### config.mk
export PLATFORM = sky130hd
export DESIGN_NAME = flash_reset_sr_core
export DESIGN_NICKNAME = d
export VERILOG_FILES = /design/src/design/flash_pkg.sv /design/src/design/pin_if.sv /design/src/design/flash_reset_sr_core.sv /design/src/design/pin_sync.sv
export VERILOG_INCLUDE_DIRS = /design/src /design/src/design
export SDC_FILE = /design/constraint.sdc
export NUM_CORES = 1
export LEC_CHECK = 0
export CORE_MARGIN = 5
export CORE_UTILIZATION = 25
export DETAILED_ROUTE_END_ITERATION = 8
export DONT_BUFFER_PORTS = 1
export MAX_ROUTING_LAYER = met4
export PLACE_DENSITY = 0.49
export SLEW_MARGIN = 10
export SYNTH_ARGS = -nofsm -noshare
export SYNTH_HDL_FRONTEND = slang
export SYNTH_SLANG_ARGS = --single-unit
### constraint.sdc
create_clock -name clk -period 10.05 [get_ports clk]
set_input_delay 0.5025 -clock clk [delete_from_list [all_inputs] [get_ports clk]]
set_output_delay 0.5025 -clock clk [all_outputs]
set_load 0.03 [all_outputs]
### src/design/flash_dw16_defs.svh
`ifndef FLASH_DW16_DEFS_SVH
`define FLASH_DW16_DEFS_SVH

`define DW16_ENTER4B 8'h80
`define DW16_EXIT4B 10'h300
`define DW16_SOFTRST 6'h30
`define DW16_RFU7 1'h1
`define DW16_SR1_VOL 7'h68
`define SFDP_DW16 {`DW16_ENTER4B, `DW16_EXIT4B, `DW16_SOFTRST, `DW16_RFU7, `DW16_SR1_VOL}
`define SFDP_DW16_ADDR 24'h00_006C
`define SFDP_BLANK 8'hFF
`define ARRAY_BLANK 8'hFF

`define OP_RST_EN 8'h66
`define OP_RST 8'h99
`define OP_WREN 8'h06
`define OP_VOL_WREN 8'h50
`define OP_WRITE_SR1 8'h01
`define OP_READ_SR1 8'h05
`define OP_READ_SFDP 8'h5A
`define OP_QUAD_READ 8'hEB
`define OP_QPI_ON 8'h38
`define OP_QPI_OFF 8'hFF
`define MODE_CONT_ENTER 8'hA5
`define MODE_CONT_EXIT 8'h00
`define CONT_ESCAPE 32'hFFFF_FFFF

`define OPCODE_BITS 6'h08
`define ADDR_BITS 6'h18
`define MODE_BITS 6'h08
`define DATA_BITS 6'h08
`define SFDP_DUMMY_CLKS 6'h08
`define QUAD_DUMMY_CLKS 6'h04

`define SR1_NV_INIT 8'h00
`define SR1_STORED_MASK 8'hFC
`define PIN_IDLE 6'h10

`define REG_CTRL 8'h00
`define REG_STATUS 8'h04
`define REG_SR1 8'h08
`define STAT_ARMED 0
`define STAT_PEND 1
`define STAT_CONT 2
`define STAT_PATH_LO 3
`define STAT_PATH_HI 4
`define STAT_MODE_LO 5
`define STAT_MODE_HI 6
`endif

### src/design/flash_pkg.sv
package flash_pkg;
  typedef enum logic [2:0] {
    PH_IDLE = 3'h0,
    PH_OPCODE = 3'h1,
    PH_ADDR = 3'h3,
    PH_MODE = 3'h2,
    PH_DUMMY = 3'h6,
    PH_DATA = 3'h7
  } phase_t;
  typedef enum logic [1:0] {LM_SPI = 2'h0, LM_DUAL = 2'h1, LM_QUAD = 2'h2} lineMode_t;
  typedef enum logic [1:0] {PATH_NONE = 2'h0, PATH_NV = 2'h1, PATH_VOL = 2'h2} path_t;
  typedef enum logic [2:0] {RK_NONE = 3'h0, RK_SR = 3'h1, RK_SFDP = 3'h2, RK_QUAD = 3'h3, RK_SRW = 3'h4} readKind_t;
endpackage

### src/design/pin_if.sv
`timescale 1ns/10ps
interface pin_if;
  logic sclkRise;
  logic sclkFall;
  logic csFall;
  logic csRise;
  logic csLow;
  logic [3:0] io;
  modport source (output sclkRise, output sclkFall, output csFall, output csRise, output csLow, output io);
  modport sink (input sclkRise, input sclkFall, input csFall, input csRise, input csLow, input io);
endinterface

### src/design/flash_reset_sr_core.sv
// Decided for this implementation: the Wishbone slave port and the address map.
`timescale 1ns/10ps
`include "flash_dw16_defs.svh"

module flash_reset_sr_core
  import flash_pkg::*;
(
  input wire logic clk,
  input wire logic rst_b,
  input wire logic sclk,
  input wire logic chipSelect_b,
  input wire logic [3:0] ioIn,
  output logic [3:0] ioOut,
  output logic [3:0] ioOe,
  input wire logic wbCyc,
  input wire logic wbStb,
  input wire logic wbWe,
  input wire logic [7:0] wbAdr,
  input wire logic [3:0] wbSel,
  input wire logic [31:0] wbDatI,
  output logic [31:0] wbDatO,
  output logic wbAck
);
  pin_if link ();

  pin_sync u_sync (
    .clk(clk),
    .rst_b(rst_b),
    .sclkPin(sclk),
    .csPin_b(chipSelect_b),
    .ioPin(ioIn),
    .link(link)
  );

  phase_t phase;
  lineMode_t lineMode;
  path_t path;
  readKind_t kind;
  logic quadFrame, armed, pendReset, softReset, cont, exitCont, srByteDone;
  logic [5:0] bitCnt, next_bitCnt;
  logic [31:0] shiftIn, next_shift, statusWord;
  logic [23:0] addr;
  logic [7:0] srData, volSr1, outShift, lastByte, opByte, srView, loadByte, sendByte;
  // Stands in for the array cell: kept across rst_b, set only at power-up and by a status write on PATH_NV
  logic [7:0] nvSr1 = `SR1_NV_INIT;
  logic [3:0] outLeft;
  logic [2:0] curW;
  logic opDone, modeDone, srWrite, outActive, wbReq;

  function automatic logic [2:0] laneCount(input lineMode_t m);
    case (m)
      LM_DUAL: laneCount = 3'h2;
      LM_QUAD: laneCount = 3'h4;
      default: laneCount = 3'h1;
    endcase
  endfunction

  function automatic logic [31:0] takeBits(input logic [31:0] s, input logic [3:0] d, input logic [2:0] w);
    case (w)
      3'h4: takeBits = {s[27:0], d};
      3'h2: takeBits = {s[29:0], d[1:0]};
      default: takeBits = {s[30:0], d[0]};
    endcase
  endfunction

  // Single-line output goes out on io1, the classic data-out pin
  function automatic logic [3:0] driveLanes(input logic [7:0] b, input logic [2:0] w);
    case (w)
      3'h4: driveLanes = b[7:4];
      3'h2: driveLanes = {2'h0, b[7:6]};
      default: driveLanes = {2'h0, b[7], 1'h0};
    endcase
  endfunction

  function automatic logic [3:0] laneMask(input logic [2:0] w);
    case (w)
      3'h4: laneMask = 4'hF;
      3'h2: laneMask = 4'h3;
      default: laneMask = 4'h2;
    endcase
  endfunction

  function automatic logic [7:0] sfdpByte(input logic [23:0] a);
    logic [31:0] dw;
    dw = `SFDP_DW16;
    if ((a & 24'hFF_FFFC) != `SFDP_DW16_ADDR) begin
      sfdpByte = `SFDP_BLANK;
    end else begin
      case (a[1:0])
        2'h0: sfdpByte = dw[7:0];
        2'h1: sfdpByte = dw[15:8];
        2'h2: sfdpByte = dw[23:16];
        default: sfdpByte = dw[31:24];
      endcase
    end
  endfunction

  always_comb begin
    curW = quadFrame ? 3'h4 : laneCount(lineMode);
    next_bitCnt = bitCnt + ((phase == PH_DUMMY) ? 6'h01 : {3'h0, curW});
    next_shift = takeBits(shiftIn, link.io, curW);
    opByte = next_shift[7:0];
    opDone = link.sclkRise && link.csLow && phase == PH_OPCODE && next_bitCnt == `OPCODE_BITS;
    modeDone = link.sclkRise && link.csLow && phase == PH_MODE && next_bitCnt == `MODE_BITS;
    srWrite = link.csRise && srByteDone && path != PATH_NONE;
    outActive = link.csLow && phase == PH_DATA && kind != RK_SRW && kind != RK_NONE;
    srView = (volSr1 & `SR1_STORED_MASK) | {6'h00, path != PATH_NONE, 1'h0};
    case (kind)
      RK_SR: loadByte = srView;
      RK_SFDP: loadByte = sfdpByte(addr);
      default: loadByte = `ARRAY_BLANK;
    endcase
    sendByte = (outLeft == 4'h0) ? loadByte : outShift;
    wbReq = wbCyc && wbStb && !wbAck;
    statusWord = 32'h0000_0000;
    statusWord[`STAT_ARMED] = armed;
    statusWord[`STAT_PEND] = pendReset;
    statusWord[`STAT_CONT] = cont;
    statusWord[`STAT_PATH_HI:`STAT_PATH_LO] = path;
    statusWord[`STAT_MODE_HI:`STAT_MODE_LO] = lineMode;
  end

  // Frame sequencing: opcode, address, mode, dummy and data phases
  always_ff @(posedge clk) begin
    if (!rst_b || softReset) begin
      phase <= PH_IDLE;
      kind <= RK_NONE;
      quadFrame <= 1'h0;
      bitCnt <= 6'h00;
      shiftIn <= 32'h0000_0000;
      addr <= 24'h00_0000;
      srData <= 8'h00;
      srByteDone <= 1'h0;
    end else if (link.csRise) begin
      phase <= PH_IDLE;
      srByteDone <= 1'h0;
    end else if (link.csFall) begin
      bitCnt <= 6'h00;
      shiftIn <= 32'h0000_0000;
      quadFrame <= cont;
      phase <= cont ? PH_ADDR : PH_OPCODE;
      kind <= cont ? RK_QUAD : RK_NONE;
    end else if (link.sclkRise && link.csLow && phase != PH_IDLE) begin
      shiftIn <= next_shift;
      bitCnt <= next_bitCnt;
      case (phase)
        PH_OPCODE: begin
          if (opDone) begin
            bitCnt <= 6'h00;
            case (opByte)
              `OP_READ_SFDP: begin
                kind <= RK_SFDP;
                phase <= PH_ADDR;
              end
              `OP_QUAD_READ: begin
                kind <= RK_QUAD;
                quadFrame <= 1'h1;
                phase <= PH_ADDR;
              end
              `OP_READ_SR1: begin
                kind <= RK_SR;
                phase <= PH_DATA;
              end
              `OP_WRITE_SR1: begin
                kind <= RK_SRW;
                phase <= PH_DATA;
              end
              default: phase <= PH_IDLE;
            endcase
          end
        end
        PH_ADDR: begin
          if (next_bitCnt == `ADDR_BITS) begin
            addr <= next_shift[23:0];
            bitCnt <= 6'h00;
            phase <= (kind == RK_QUAD) ? PH_MODE : PH_DUMMY;
          end
        end
        PH_MODE: begin
          if (modeDone) begin
            bitCnt <= 6'h00;
            phase <= (next_shift == `CONT_ESCAPE) ? PH_IDLE : PH_DUMMY;
          end
        end
        PH_DUMMY: begin
          if (next_bitCnt == ((kind == RK_QUAD) ? `QUAD_DUMMY_CLKS : `SFDP_DUMMY_CLKS)) begin
            bitCnt <= 6'h00;
            phase <= PH_DATA;
          end
        end
        PH_DATA: begin
          if (kind != RK_SRW) begin
            bitCnt <= 6'h00;
          end else if (next_bitCnt == `DATA_BITS) begin
            // Only the first data byte counts; later bytes are dropped
            srData <= next_shift[7:0];
            srByteDone <= 1'h1;
            phase <= PH_IDLE;
          end
        end
        default: phase <= PH_IDLE;
      endcase
    end else if (link.sclkFall && outActive && outLeft == 4'h0 && kind == RK_SFDP) begin
      addr <= addr + 24'h00_0001;
    end
  end

  // Reset pair: any opcode rewrites the arm, so only 66h directly before 99h counts
  always_ff @(posedge clk) begin
    if (!rst_b) begin
      armed <= 1'h0;
      pendReset <= 1'h0;
      softReset <= 1'h0;
    end else begin
      softReset <= 1'h0;
      if (opDone) begin
        armed <= (opByte == `OP_RST_EN);
        pendReset <= (opByte == `OP_RST) && armed;
      end else if (link.csRise && pendReset) begin
        // Reset waits for deselect so the frame closes cleanly
        softReset <= 1'h1;
        pendReset <= 1'h0;
        armed <= 1'h0;
      end
    end
  end

  always_ff @(posedge clk) begin
    if (!rst_b || softReset) begin
      path <= PATH_NONE;
      volSr1 <= nvSr1 & `SR1_STORED_MASK;
    end else if (opDone && opByte == `OP_WREN) begin
      path <= PATH_NV;
    end else if (opDone && opByte == `OP_VOL_WREN) begin
      path <= PATH_VOL;
    end else if (srWrite) begin
      path <= PATH_NONE;
      volSr1 <= srData & `SR1_STORED_MASK;
    end
  end

  always_ff @(posedge clk) begin
    if (srWrite && path == PATH_NV) begin
      nvSr1 <= srData & `SR1_STORED_MASK;
    end
  end

  always_ff @(posedge clk) begin
    if (!rst_b || softReset) begin
      cont <= 1'h0;
      exitCont <= 1'h0;
    end else if (modeDone && opByte == `MODE_CONT_ENTER) begin
      cont <= 1'h1;
    end else if (modeDone && opByte == `MODE_CONT_EXIT) begin
      exitCont <= 1'h1;
    end else if (modeDone && next_shift == `CONT_ESCAPE) begin
      cont <= 1'h0;
    end else if (link.csRise && exitCont) begin
      cont <= 1'h0;
      exitCont <= 1'h0;
    end
  end

  always_ff @(posedge clk) begin
    if (!rst_b || softReset) begin
      lineMode <= LM_SPI;
    end else if (opDone && opByte == `OP_QPI_ON) begin
      lineMode <= LM_QUAD;
    end else if (opDone && opByte == `OP_QPI_OFF && lineMode == LM_QUAD) begin
      lineMode <= LM_SPI;
    end else if (wbReq && wbWe && wbSel[0] && wbAdr == `REG_CTRL && wbDatI[1:0] != 2'h3) begin
      lineMode <= lineMode_t'(wbDatI[1:0]);
    end
  end

  // Output lanes change on the falling edge so the host samples a settled bit
  always_ff @(posedge clk) begin
    if (!rst_b || !link.csLow) begin
      ioOut <= 4'h0;
      ioOe <= 4'h0;
      outShift <= 8'h00;
      outLeft <= 4'h0;
      lastByte <= 8'h00;
    end else if (link.sclkFall && outActive) begin
      ioOut <= driveLanes(sendByte, curW);
      ioOe <= laneMask(curW);
      outShift <= sendByte << curW;
      outLeft <= ((outLeft == 4'h0) ? 4'h8 : outLeft) - {1'h0, curW};
      if (outLeft == 4'h0) begin
        lastByte <= loadByte;
      end
    end
  end

  always_ff @(posedge clk) begin
    if (!rst_b) begin
      wbAck <= 1'h0;
      wbDatO <= 32'h0000_0000;
    end else begin
      wbAck <= wbReq;
      if (wbReq) begin
        case (wbAdr)
          `REG_CTRL: wbDatO <= {30'h0000_0000, lineMode};
          `REG_STATUS: wbDatO <= statusWord;
          `REG_SR1: wbDatO <= {16'h0000, nvSr1, srView};
          default: wbDatO <= 32'h0000_0000;
        endcase
      end
    end
  end

  a_sfdp_byte_6c: assert property (@(posedge clk) disable iff (!rst_b)
    (link.sclkFall && outActive && outLeft == 4'h0 && kind == RK_SFDP && addr == 24'h00_006C)
    |=> (lastByte == 8'hE8)) else $error("byte 6Ch not E8h");
  a_sfdp_byte_6d: assert property (@(posedge clk) disable iff (!rst_b)
    (link.sclkFall && outActive && outLeft == 4'h0 && kind == RK_SFDP && addr == 24'h00_006D)
    |=> (lastByte == 8'h30)) else $error("byte 6Dh not 30h");
  a_sfdp_byte_6e: assert property (@(posedge clk) disable iff (!rst_b)
    (link.sclkFall && outActive && outLeft == 4'h0 && kind == RK_SFDP && addr == 24'h00_006E)
    |=> (lastByte == 8'hC0)) else $error("byte 6Eh not C0h");
  a_sfdp_byte_6f: assert property (@(posedge clk) disable iff (!rst_b)
    (link.sclkFall && outActive && outLeft == 4'h0 && kind == RK_SFDP && addr == 24'h00_006F)
    |=> (lastByte == 8'h80)) else $error("byte 6Fh not 80h");
  a_reset_gate: assert property (@(posedge clk) disable iff (!rst_b)
    (opDone && opByte == 8'h99 && !armed) |=> !pendReset ##1 !softReset) else $error("reset without enable");
  a_reset_state: assert property (@(posedge clk) disable iff (!rst_b)
    (link.csRise && pendReset) |=> softReset ##1 (lineMode == LM_SPI && !cont && path == PATH_NONE))
    else $error("soft reset not taken");
  a_power_sr1: assert property (@(posedge clk) disable iff (!rst_b)
    softReset |=> (volSr1 == ($past(nvSr1) & 8'hFC))) else $error("status not reloaded");
  a_nv_write: assert property (@(posedge clk) disable iff (!rst_b)
    (srWrite && path == PATH_NV) |=> (nvSr1 == ($past(srData) & 8'hFC) && volSr1 == nvSr1))
    else $error("non-volatile write lost");
  a_vol_write: assert property (@(posedge clk) disable iff (!rst_b)
    (srWrite && path == PATH_VOL) |=> (nvSr1 == $past(nvSr1) && volSr1 == ($past(srData) & 8'hFC)))
    else $error("volatile write wrong");
  a_path_once: assert property (@(posedge clk) disable iff (!rst_b)
    srWrite |=> (path == PATH_NONE) [*2]) else $error("write path not cleared");
  a_cont_exit: assert property (@(posedge clk) disable iff (!rst_b)
    (modeDone && cont && opByte == 8'h00) |=> exitCont until_with (link.csRise || softReset))
    else $error("exit request dropped");
  a_cont_close: assert property (@(posedge clk) disable iff (!rst_b)
    (link.csRise && exitCont) |=> !cont) else $error("continuous read not ended");
  a_quad_width: assert property (@(posedge clk) disable iff (!rst_b)
    (link.sclkRise && link.csLow && phase == PH_OPCODE && lineMode == LM_QUAD && bitCnt == 6'h00)
    |=> (bitCnt == 6'h04)) else $error("quad opcode width wrong");
  a_wb_answer: assert property (@(posedge clk) disable iff (!rst_b)
    wbReq |=> wbAck ##1 !wbAck) else $error("bus ack wrong");
endmodule

### src/design/pin_sync.sv
`timescale 1ns/10ps
`include "flash_dw16_defs.svh"

module pin_sync (
  input wire logic clk,
  input wire logic rst_b,
  input wire logic sclkPin,
  input wire logic csPin_b,
  input wire logic [3:0] ioPin,
  pin_if.source link
);
  logic [5:0] s1, s2, s3, level, agree, next_level;

  // A level moves only once stages two and three agree
  assign agree = s2 ~^ s3;
  assign next_level = (level & ~agree) | (s3 & agree);

  always_ff @(posedge clk) begin
    if (!rst_b) begin
      s1 <= `PIN_IDLE;
      s2 <= `PIN_IDLE;
      s3 <= `PIN_IDLE;
    end else begin
      s1 <= {sclkPin, csPin_b, ioPin};
      s2 <= s1;
      s3 <= s2;
    end
  end

  always_ff @(posedge clk) begin
    if (!rst_b) begin
      level <= `PIN_IDLE;
      link.sclkRise <= 1'h0;
      link.sclkFall <= 1'h0;
      link.csFall <= 1'h0;
      link.csRise <= 1'h0;
      link.csLow <= 1'h0;
      link.io <= 4'h0;
    end else begin
      level <= next_level;
      link.sclkRise <= next_level[5] & ~level[5];
      link.sclkFall <= ~next_level[5] & level[5];
      link.csFall <= ~next_level[4] & level[4];
      link.csRise <= next_level[4] & ~level[4];
      link.csLow <= ~next_level[4];
      link.io <= next_level[3:0];
    end
  end
endmodule

=== After elaboration in Yosys (flattened, before gate mapping) ===
Index checks and enable logic that the tools add are counted.

* Add/sub/neg operators: 3
* Equal/unequal tests: 47
* Shifts and indexed selects: 1
* Mux-type cells: 71
* Bitwise operators: 19
* Reduce and logical (&&, ||, !) cells: 73

{| class="wikitable"
|+ Operators by type and width
! operator !! count
|-
| 2-to-1 mux 24 bit || 4
|-
| one-hot mux 32 bit (2 select lines) || 1
|-
| 2-to-1 mux 31 bit || 2
|-
| 2-to-1 mux 3 bit || 16
|-
| 2-to-1 mux 8 bit || 6
|-
| one-hot mux 16 bit (3 select lines) || 1
|-
| 2-to-1 mux 6 bit || 7
|-
| == test 32 bit, second input constant || 1
|-
| == test 8 bit, second input constant || 4
|-
| logical AND 1 bit || 32
|-
| one-hot mux 6 bit (5 select lines) || 1
|-
| adder 24 x 1 -> 24 bit, second input constant || 1
|-
| == test 8 x 3 -> 1 bit, second input constant || 3
|-
| == test 8 x 7 -> 1 bit, second input constant || 3
|-
| one-hot mux 8 bit (3 select lines) || 1
|-
| != test 22 x 5 -> 1 bit, second input constant || 1
|-
| AND reduction 5 bit || 4
|-
| nonzero test 2 bit || 10
|-
| logical NOT 8 bit || 2
|-
| 2-to-1 mux 1 bit || 16
|-
| one-hot mux 4 bit (2 select lines) || 2
|-
| one-hot mux 8 bit (2 select lines) || 1
|-
| == test 3 x 2 -> 1 bit, second input constant || 5
|-
| != test 3 x 2 -> 1 bit, second input constant || 5
|-
| 41 further kinds || 85
|}

* Bits in registers: 184
* Input bits: 55
* Output and inout bits: 41
* Word-level logic and storage cells: 249

=== Depth between registers and ports, before layout ===
* Depth in word-level cells: 12
* Depth in mapped cells: 17
* Mapped depth without buffers: 14

=== Cells and area by module ===
From an unflattened synthesis, not the netlist that was laid out.

* Cell total of the unflattened synthesis: 1122
* Area total of the unflattened synthesis: 8967.4 sq um

{| class="wikitable"
|+ Modules (own cells, without submodules)
! module !! instances !! cells an instance !! area each (sq um) !! seq. area each (sq um)
|-
| flash_reset_sr_core || 1 || 1045 || 8089.0 || 2722.6
|-
| pin_sync || 1 || 77 || 878.3 || 580.6
|}

=== Worst setup path before layout ===
Ideal clock, no wire load.

* Kind: register -> register
* From: register quadFrame
* To: register volSr1[2] (enable)
* Setup time: 0.389 ns
* Arrival: 4.093 ns
* Required time: 9.661 ns
* Slack: 5.568 ns
* Cell stages (with the launch flop): 16
* Buffers on the path: 4
* Period minus slack after synthesis: 4.482 ns
* Path through: dfxtp_1 clkbuf_1 clkbuf_1 nand2b_1 clkbuf_1 nand2_1 ha_1 fa_1 xor2_1 nor3_1 mux2i_1 or2_1 clkbuf_1 nor3_1 and3_1 o41ai_1

* Word-level cells in the longest chain between the ends: 8
* Elaborated cells between the ends (all ways): 15
* Classes of those cells: add/sub (1); eq/ne (7); mux (3); reduce/logical (4)

{| class="wikitable"
|+ RTL lines
! what !! RTL line !! source
|-
| from (decl) || flash_reset_sr_core.sv:39 || <nowiki>logic quadFrame, armed, pendReset, softReset, cont, exitCont, srByteDone;</nowiki>
|-
| from (signal assigned) || flash_reset_sr_core.sv:140 || <nowiki>quadFrame <= cont;</nowiki>
|-
| 2-to-1 mux 3 bit (*) || flash_reset_sr_core.sv:99 || <nowiki>curW = quadFrame ? 3'h4 : laneCount(lineMode);</nowiki>
|-
| 2-to-1 mux 3 bit || flash_reset_sr_core.sv:100 || <nowiki>next_bitCnt = bitCnt + ((phase == PH_DUMMY) ? 6'h01 : {3'h0, curW});</nowiki>
|-
| adder 6 x 3 -> 6 bit || flash_reset_sr_core.sv:100 ||
|-
| == test 6 x 4 -> 1 bit (no line) || -- ||
|-
| logical AND 1 bit (no line) (2 in a row) || -- ||
|-
| != test 2 bit (no line) || -- ||
|-
| AND reduction 3 bit (no line) (*) || -- ||
|-
| to (signal assigned) || flash_reset_sr_core.sv:231 || <nowiki>volSr1 <= nvSr1 & `SR1_STORED_MASK;</nowiki>
|-
| to (signal assigned) || flash_reset_sr_core.sv:238 || <nowiki>volSr1 <= srData & `SR1_STORED_MASK;</nowiki>
|-
| to (decl) || flash_reset_sr_core.sv:43 || <nowiki>logic [7:0] srData, volSr1, outShift, lastByte, opByte, srView, loadByte, sendByte;</nowiki>
|}

Every way passes the cells marked *; elsewhere a longest branch is shown, timed or not.
A chain may end at the register's enable or synchronous reset.

=== Final worst setup path ===
* From: register lineMode[0]
* To: register addr[15]

* Word-level cells in the longest chain between the ends: 8
* Elaborated cells between the ends (all ways): 15
* Classes of those cells: add/sub (1); eq/ne (6); mux (7); reduce/logical (1)

{| class="wikitable"
|+ RTL lines
! what !! RTL line !! source
|-
| from (decl) || flash_reset_sr_core.sv:36 || <nowiki>lineMode_t lineMode;</nowiki>
|-
| from (signal assigned) || flash_reset_sr_core.sv:272 || <nowiki>lineMode <= lineMode_t'(wbDatI[1:0]);</nowiki>
|-
| == test 2 bit or == test 2 x 1 -> 1 bit (tied branches) || flash_reset_sr_core.sv:51 || <nowiki>case (m)</nowiki>
|-
| one-hot mux 3 bit (2 select lines) (*) || flash_reset_sr_core.sv:51 ||
|-
| 2-to-1 mux 3 bit (*) || flash_reset_sr_core.sv:99 ||
|-
| 2-to-1 mux 3 bit, or another cell as far along || flash_reset_sr_core.sv:100 ||
|-
| adder 6 x 3 -> 6 bit or one-hot mux 32 bit (2 select lines) (tied branches) || flash_reset_sr_core.sv:100, flash_reset_sr_core.sv:59 ||
|-
| == test 6 x 5 -> 1 bit (no line) or 2-to-1 mux 24 bit (tied branches) || -- ||
|-
| != test 2 x 1 -> 1 bit (no line) or 2-to-1 mux 24 bit (tied branches) || -- ||
|-
| AND reduction 5 bit (no line) or 2-to-1 mux 24 bit (tied branches) || -- ||
|-
| to (signal assigned) || flash_reset_sr_core.sv:174 || <nowiki>addr <= next_shift[23:0];</nowiki>
|-
| to (signal assigned) || flash_reset_sr_core.sv:204 || <nowiki>addr <= addr + 24'h00_0001;</nowiki>
|-
| to (decl) || flash_reset_sr_core.sv:42 || <nowiki>logic [23:0] addr;</nowiki>
|}

Every way passes the cells marked *; elsewhere a longest branch is shown, timed or not. The select of a mux whose other input is x is not followed.

==> flow_metrics.env <==
export IMPL_outcome="complete, no violations"
export IMPL_critPathLaunchType="flip-flop"
export IMPL_switching_share_pct=23.3
export IMPL_fin_worst_skew_ns=0.0124
export IMPL_initial_core_util_pct=25.2
export IMPL_dr_pass1_iters=5
export IMPL_required_ns=10.34
export IMPL_ir_drop_v=0.0000760
export IMPL_portBuffers=0
export IMPL_period_share_pct=48.6
export IMPL_min_to="u_sync.s2[4]"
export IMPL_antenna_found_initial=0
export IMPL_vias_per_cell=5.15
export IMPL_synthTopCellsByArea="dfxtp_1, nor2_1, nand2_1"
export IMPL_max_freq_mhz=205
export IMPL_antenna_cells=0
export IMPL_hp_start="rst_b"
export IMPL_maxCapViolations=0
export IMPL_yosysWarningCount=0
export IMPL_place_ws_ns=5.22
export IMPL_path_max_fanout=46
export IMPL_synth_seq_area_share_pct=38.0
export IMPL_synth_cells=1105
export IMPL_grt_max_degree=83
export IMPL_clk_latency_ns=0.44
export IMPL_die_w_um=197
export IMPL_root_buffer="clkbuf_16"
export IMPL_fin_crit_ns=4.89
export IMPL_sequentialPowerShare_pct=47.3
export IMPL_h_tree_depth=4
export IMPL_num_vias=7892
export IMPL_r2r_end="addr[15]"
export IMPL_cts_sinks=159
export IMPL_synth_seq_cells=159
export IMPL_layout_commonest_cell="nor2_1"
export IMPL_power_density_mw_per_mm2=141
export IMPL_p_switching_uw=317
export IMPL_hold_depth=1
export IMPL_cts_buffers=17
export IMPL_timing_setup_tns_ns=0
export IMPL_postRouteAntennaNets=0
export IMPL_avgSynthCellArea_sq_um=7.87
export IMPL_async_flop_share_pct=0
export IMPL_yosysTopAreaCell="dfxtp_1"
export IMPL_synth_flop_cell="dfxtp_1"
export IMPL_hold_viol_final=0
export IMPL_synth_top_cell_area_share_pct=33.8
export IMPL_postCtsSetupRepairBufs=0
export IMPL_gr_total_overflow=0
export IMPL_tightestPinTransition_ns=1.02
export IMPL_r2r_start="lineMode[0]"
export IMPL_io_pins=96
export IMPL_grt_pass1_wl_um=41300
export IMPL_area_delta_synth_final_pct=10.9
export IMPL_core_sq_mm=0.0345
export IMPL_reg2reg_depth=14
export IMPL_hold_buffers=0
export IMPL_rsz0062_at_grt="no"
export IMPL_cts_tree="built"
export IMPL_drc_errors=0
export IMPL_final_cell_mix="nor2_1, dfxtp_1, nand2_1, a21oi_1, a22oi_1"
export IMPL_pwr_share_clk_pct=50.7
export IMPL_dieArea_sq_mm=0.0386
export IMPL_routabilityCongestion=0.887
export IMPL_end_kind="flip-flop"
export IMPL_clk_pin_slew_ns=0.07
export IMPL_fin_nets=1135
export IMPL_row_count=68
export IMPL_worstSetupPathType="flip-flop to flip-flop"
export IMPL_post_cts_resized=0
export IMPL_setup_ws_ns=5.16
export IMPL_synth_area_sq_mm=0.00870
export IMPL_p_int_mw=1.04
export IMPL_arrival_ns=5.18
export IMPL_max_slew_margin_pct=31.4
export IMPL_dp_hpwl_um=17800
export IMPL_first_iter_violations=670
export IMPL_postRouteWirelength_um=25300
export IMPL_fp_dieH_um=197
export IMPL_cts_path_max_buffers=2
export IMPL_wl_per_cell_um=16.5
export IMPL_leakage_nw=3.18
export IMPL_drive_above_1_share_pct=7.24
export IMPL_slew_violations=0
export IMPL_synth_edff_count=12
export IMPL_p_comb_share_pct=2.0
export IMPL_synth_cell_types=84
export IMPL_reg2reg_slack_ns=5.16
export IMPL_finalSetupViolations=0
export IMPL_grt_use_total_pct=13.4
export IMPL_hold_class="input port to flip-flop"
export IMPL_grt_pass1_vias=7508
critical path, stage by stage, from the launching register on:
cell,delay (ns)
dfxtp_1,0.44
ha_1,0.40
nor2b_1,0.42
inv_1,0.30
nor2_1,0.29
fa_1,0.50
or3_1,0.40
nor3_1,0.17
mux2i_1,0.22
or4_1,0.61
a21boi_4,0.14
buf_4,0.41
a21boi_1,0.22
o22a_1,0.15
nor2_1,0.03
metal layers:
layer,share of wire [%],global-route usage (%)
met5,0,-
met4,1.4,3.72
met3,4.2,2.41
met1,48,18.0
met2,46,20.9
synth_stat cells (5+ instances only):
library cell,instances
a211oi_1,18
a21oi_1,79
a221o_1,12
a221oi_1,6
a22oi_1,54
a31oi_1,14
and2_1,27
and3_1,9
buf_2,12
buf_4,21
clkbuf_1,55
dfxtp_1,147
edfxtp_1,12
ha_1,14
inv_1,26
mux2i_1,13
nand2_1,122
nand2b_1,11
nand3_1,29
nand3b_1,5
nand4_1,13
nor2_1,150
nor2b_1,6
nor3_1,30
nor4_1,17
nor4b_1,5
o211ai_1,7
o21ai_0,53
o21ai_1,11
o31ai_1,10
or2_2,5
or3_1,7
or4_1,7
sequential cells by signal, summed over array words and instances, names as in the netlist, 8 cells and up, named ones only:
name / count
shiftIn: 31
addr: 24
wbDatO: 14
outShift: 8
logic make-up after synthesis:
kind of cell             Yosys count  synth area share [%]
other                              1                0.0431
multiplexers                      17                  2.01
adder cells (fa/ha/maj)           16                  2.47
AO/OA/AOI/OAI                    322                  24.6
buffers and inverters            118                  6.26
flip-flops                       159                  38.0
XOR/XNOR                           6                 0.604
AND/OR/NAND/NOR                  466                  26.0
final cells by class:
class                   count  area (sq um)
multi-input cells         845          4950
well taps                 455           569
clock buffers              17           425
flip-flops and latches    159          3300
fillers                  3720         24800
repair buffers             13          97.6
inverters                  28           105
clock inverters            15           195
how the worst max path moves through the flow:
stage | startpoint | endpoint | slack [ns] | cells past startpoint
after floorplan | quadFrame | volSr1[2] | 5.57 | 15
after global placement | lineMode[0] | volSr1[6] | 5.25 | 13
after detailed placement | lineMode[0] | addr[15] | 5.22 | 14
after CTS | lineMode[0] | addr[15] | 5.19 | 14
after global routing | lineMode[0] | addr[7] | 4.78 | 14
final | lineMode[0] | addr[15] | 5.16 | 14
power groups by stage:
stage          logic, mW  registers (mW)  clock network (mW)
2_1_floorplan     0.0285           0.658                   0
3_3_place_gp      0.0273           0.659                   0
3_5_place_dp      0.0273           0.659                   0
4_1_cts           0.0273           0.644               0.708
5_1_grt           0.0295           0.644               0.738
6_report          0.0272           0.644               0.690
through the flow:
stage               hold slack [ns]  power [mW]  util [%]  cells  area (sq um)
floorplan                     0.386       0.686         -   1122          8760
global placement              0.398       0.686      26.2   1500          9030
detailed placement            0.398       0.686      26.2   1500          9030
CTS                           0.124        1.38      28.0   1532          9650
global route                  0.124        1.41      28.0   1532          9650
finish                        0.142        1.36      28.0   1532          9650
Note: power is estimated with default switching activity, not from simulation.
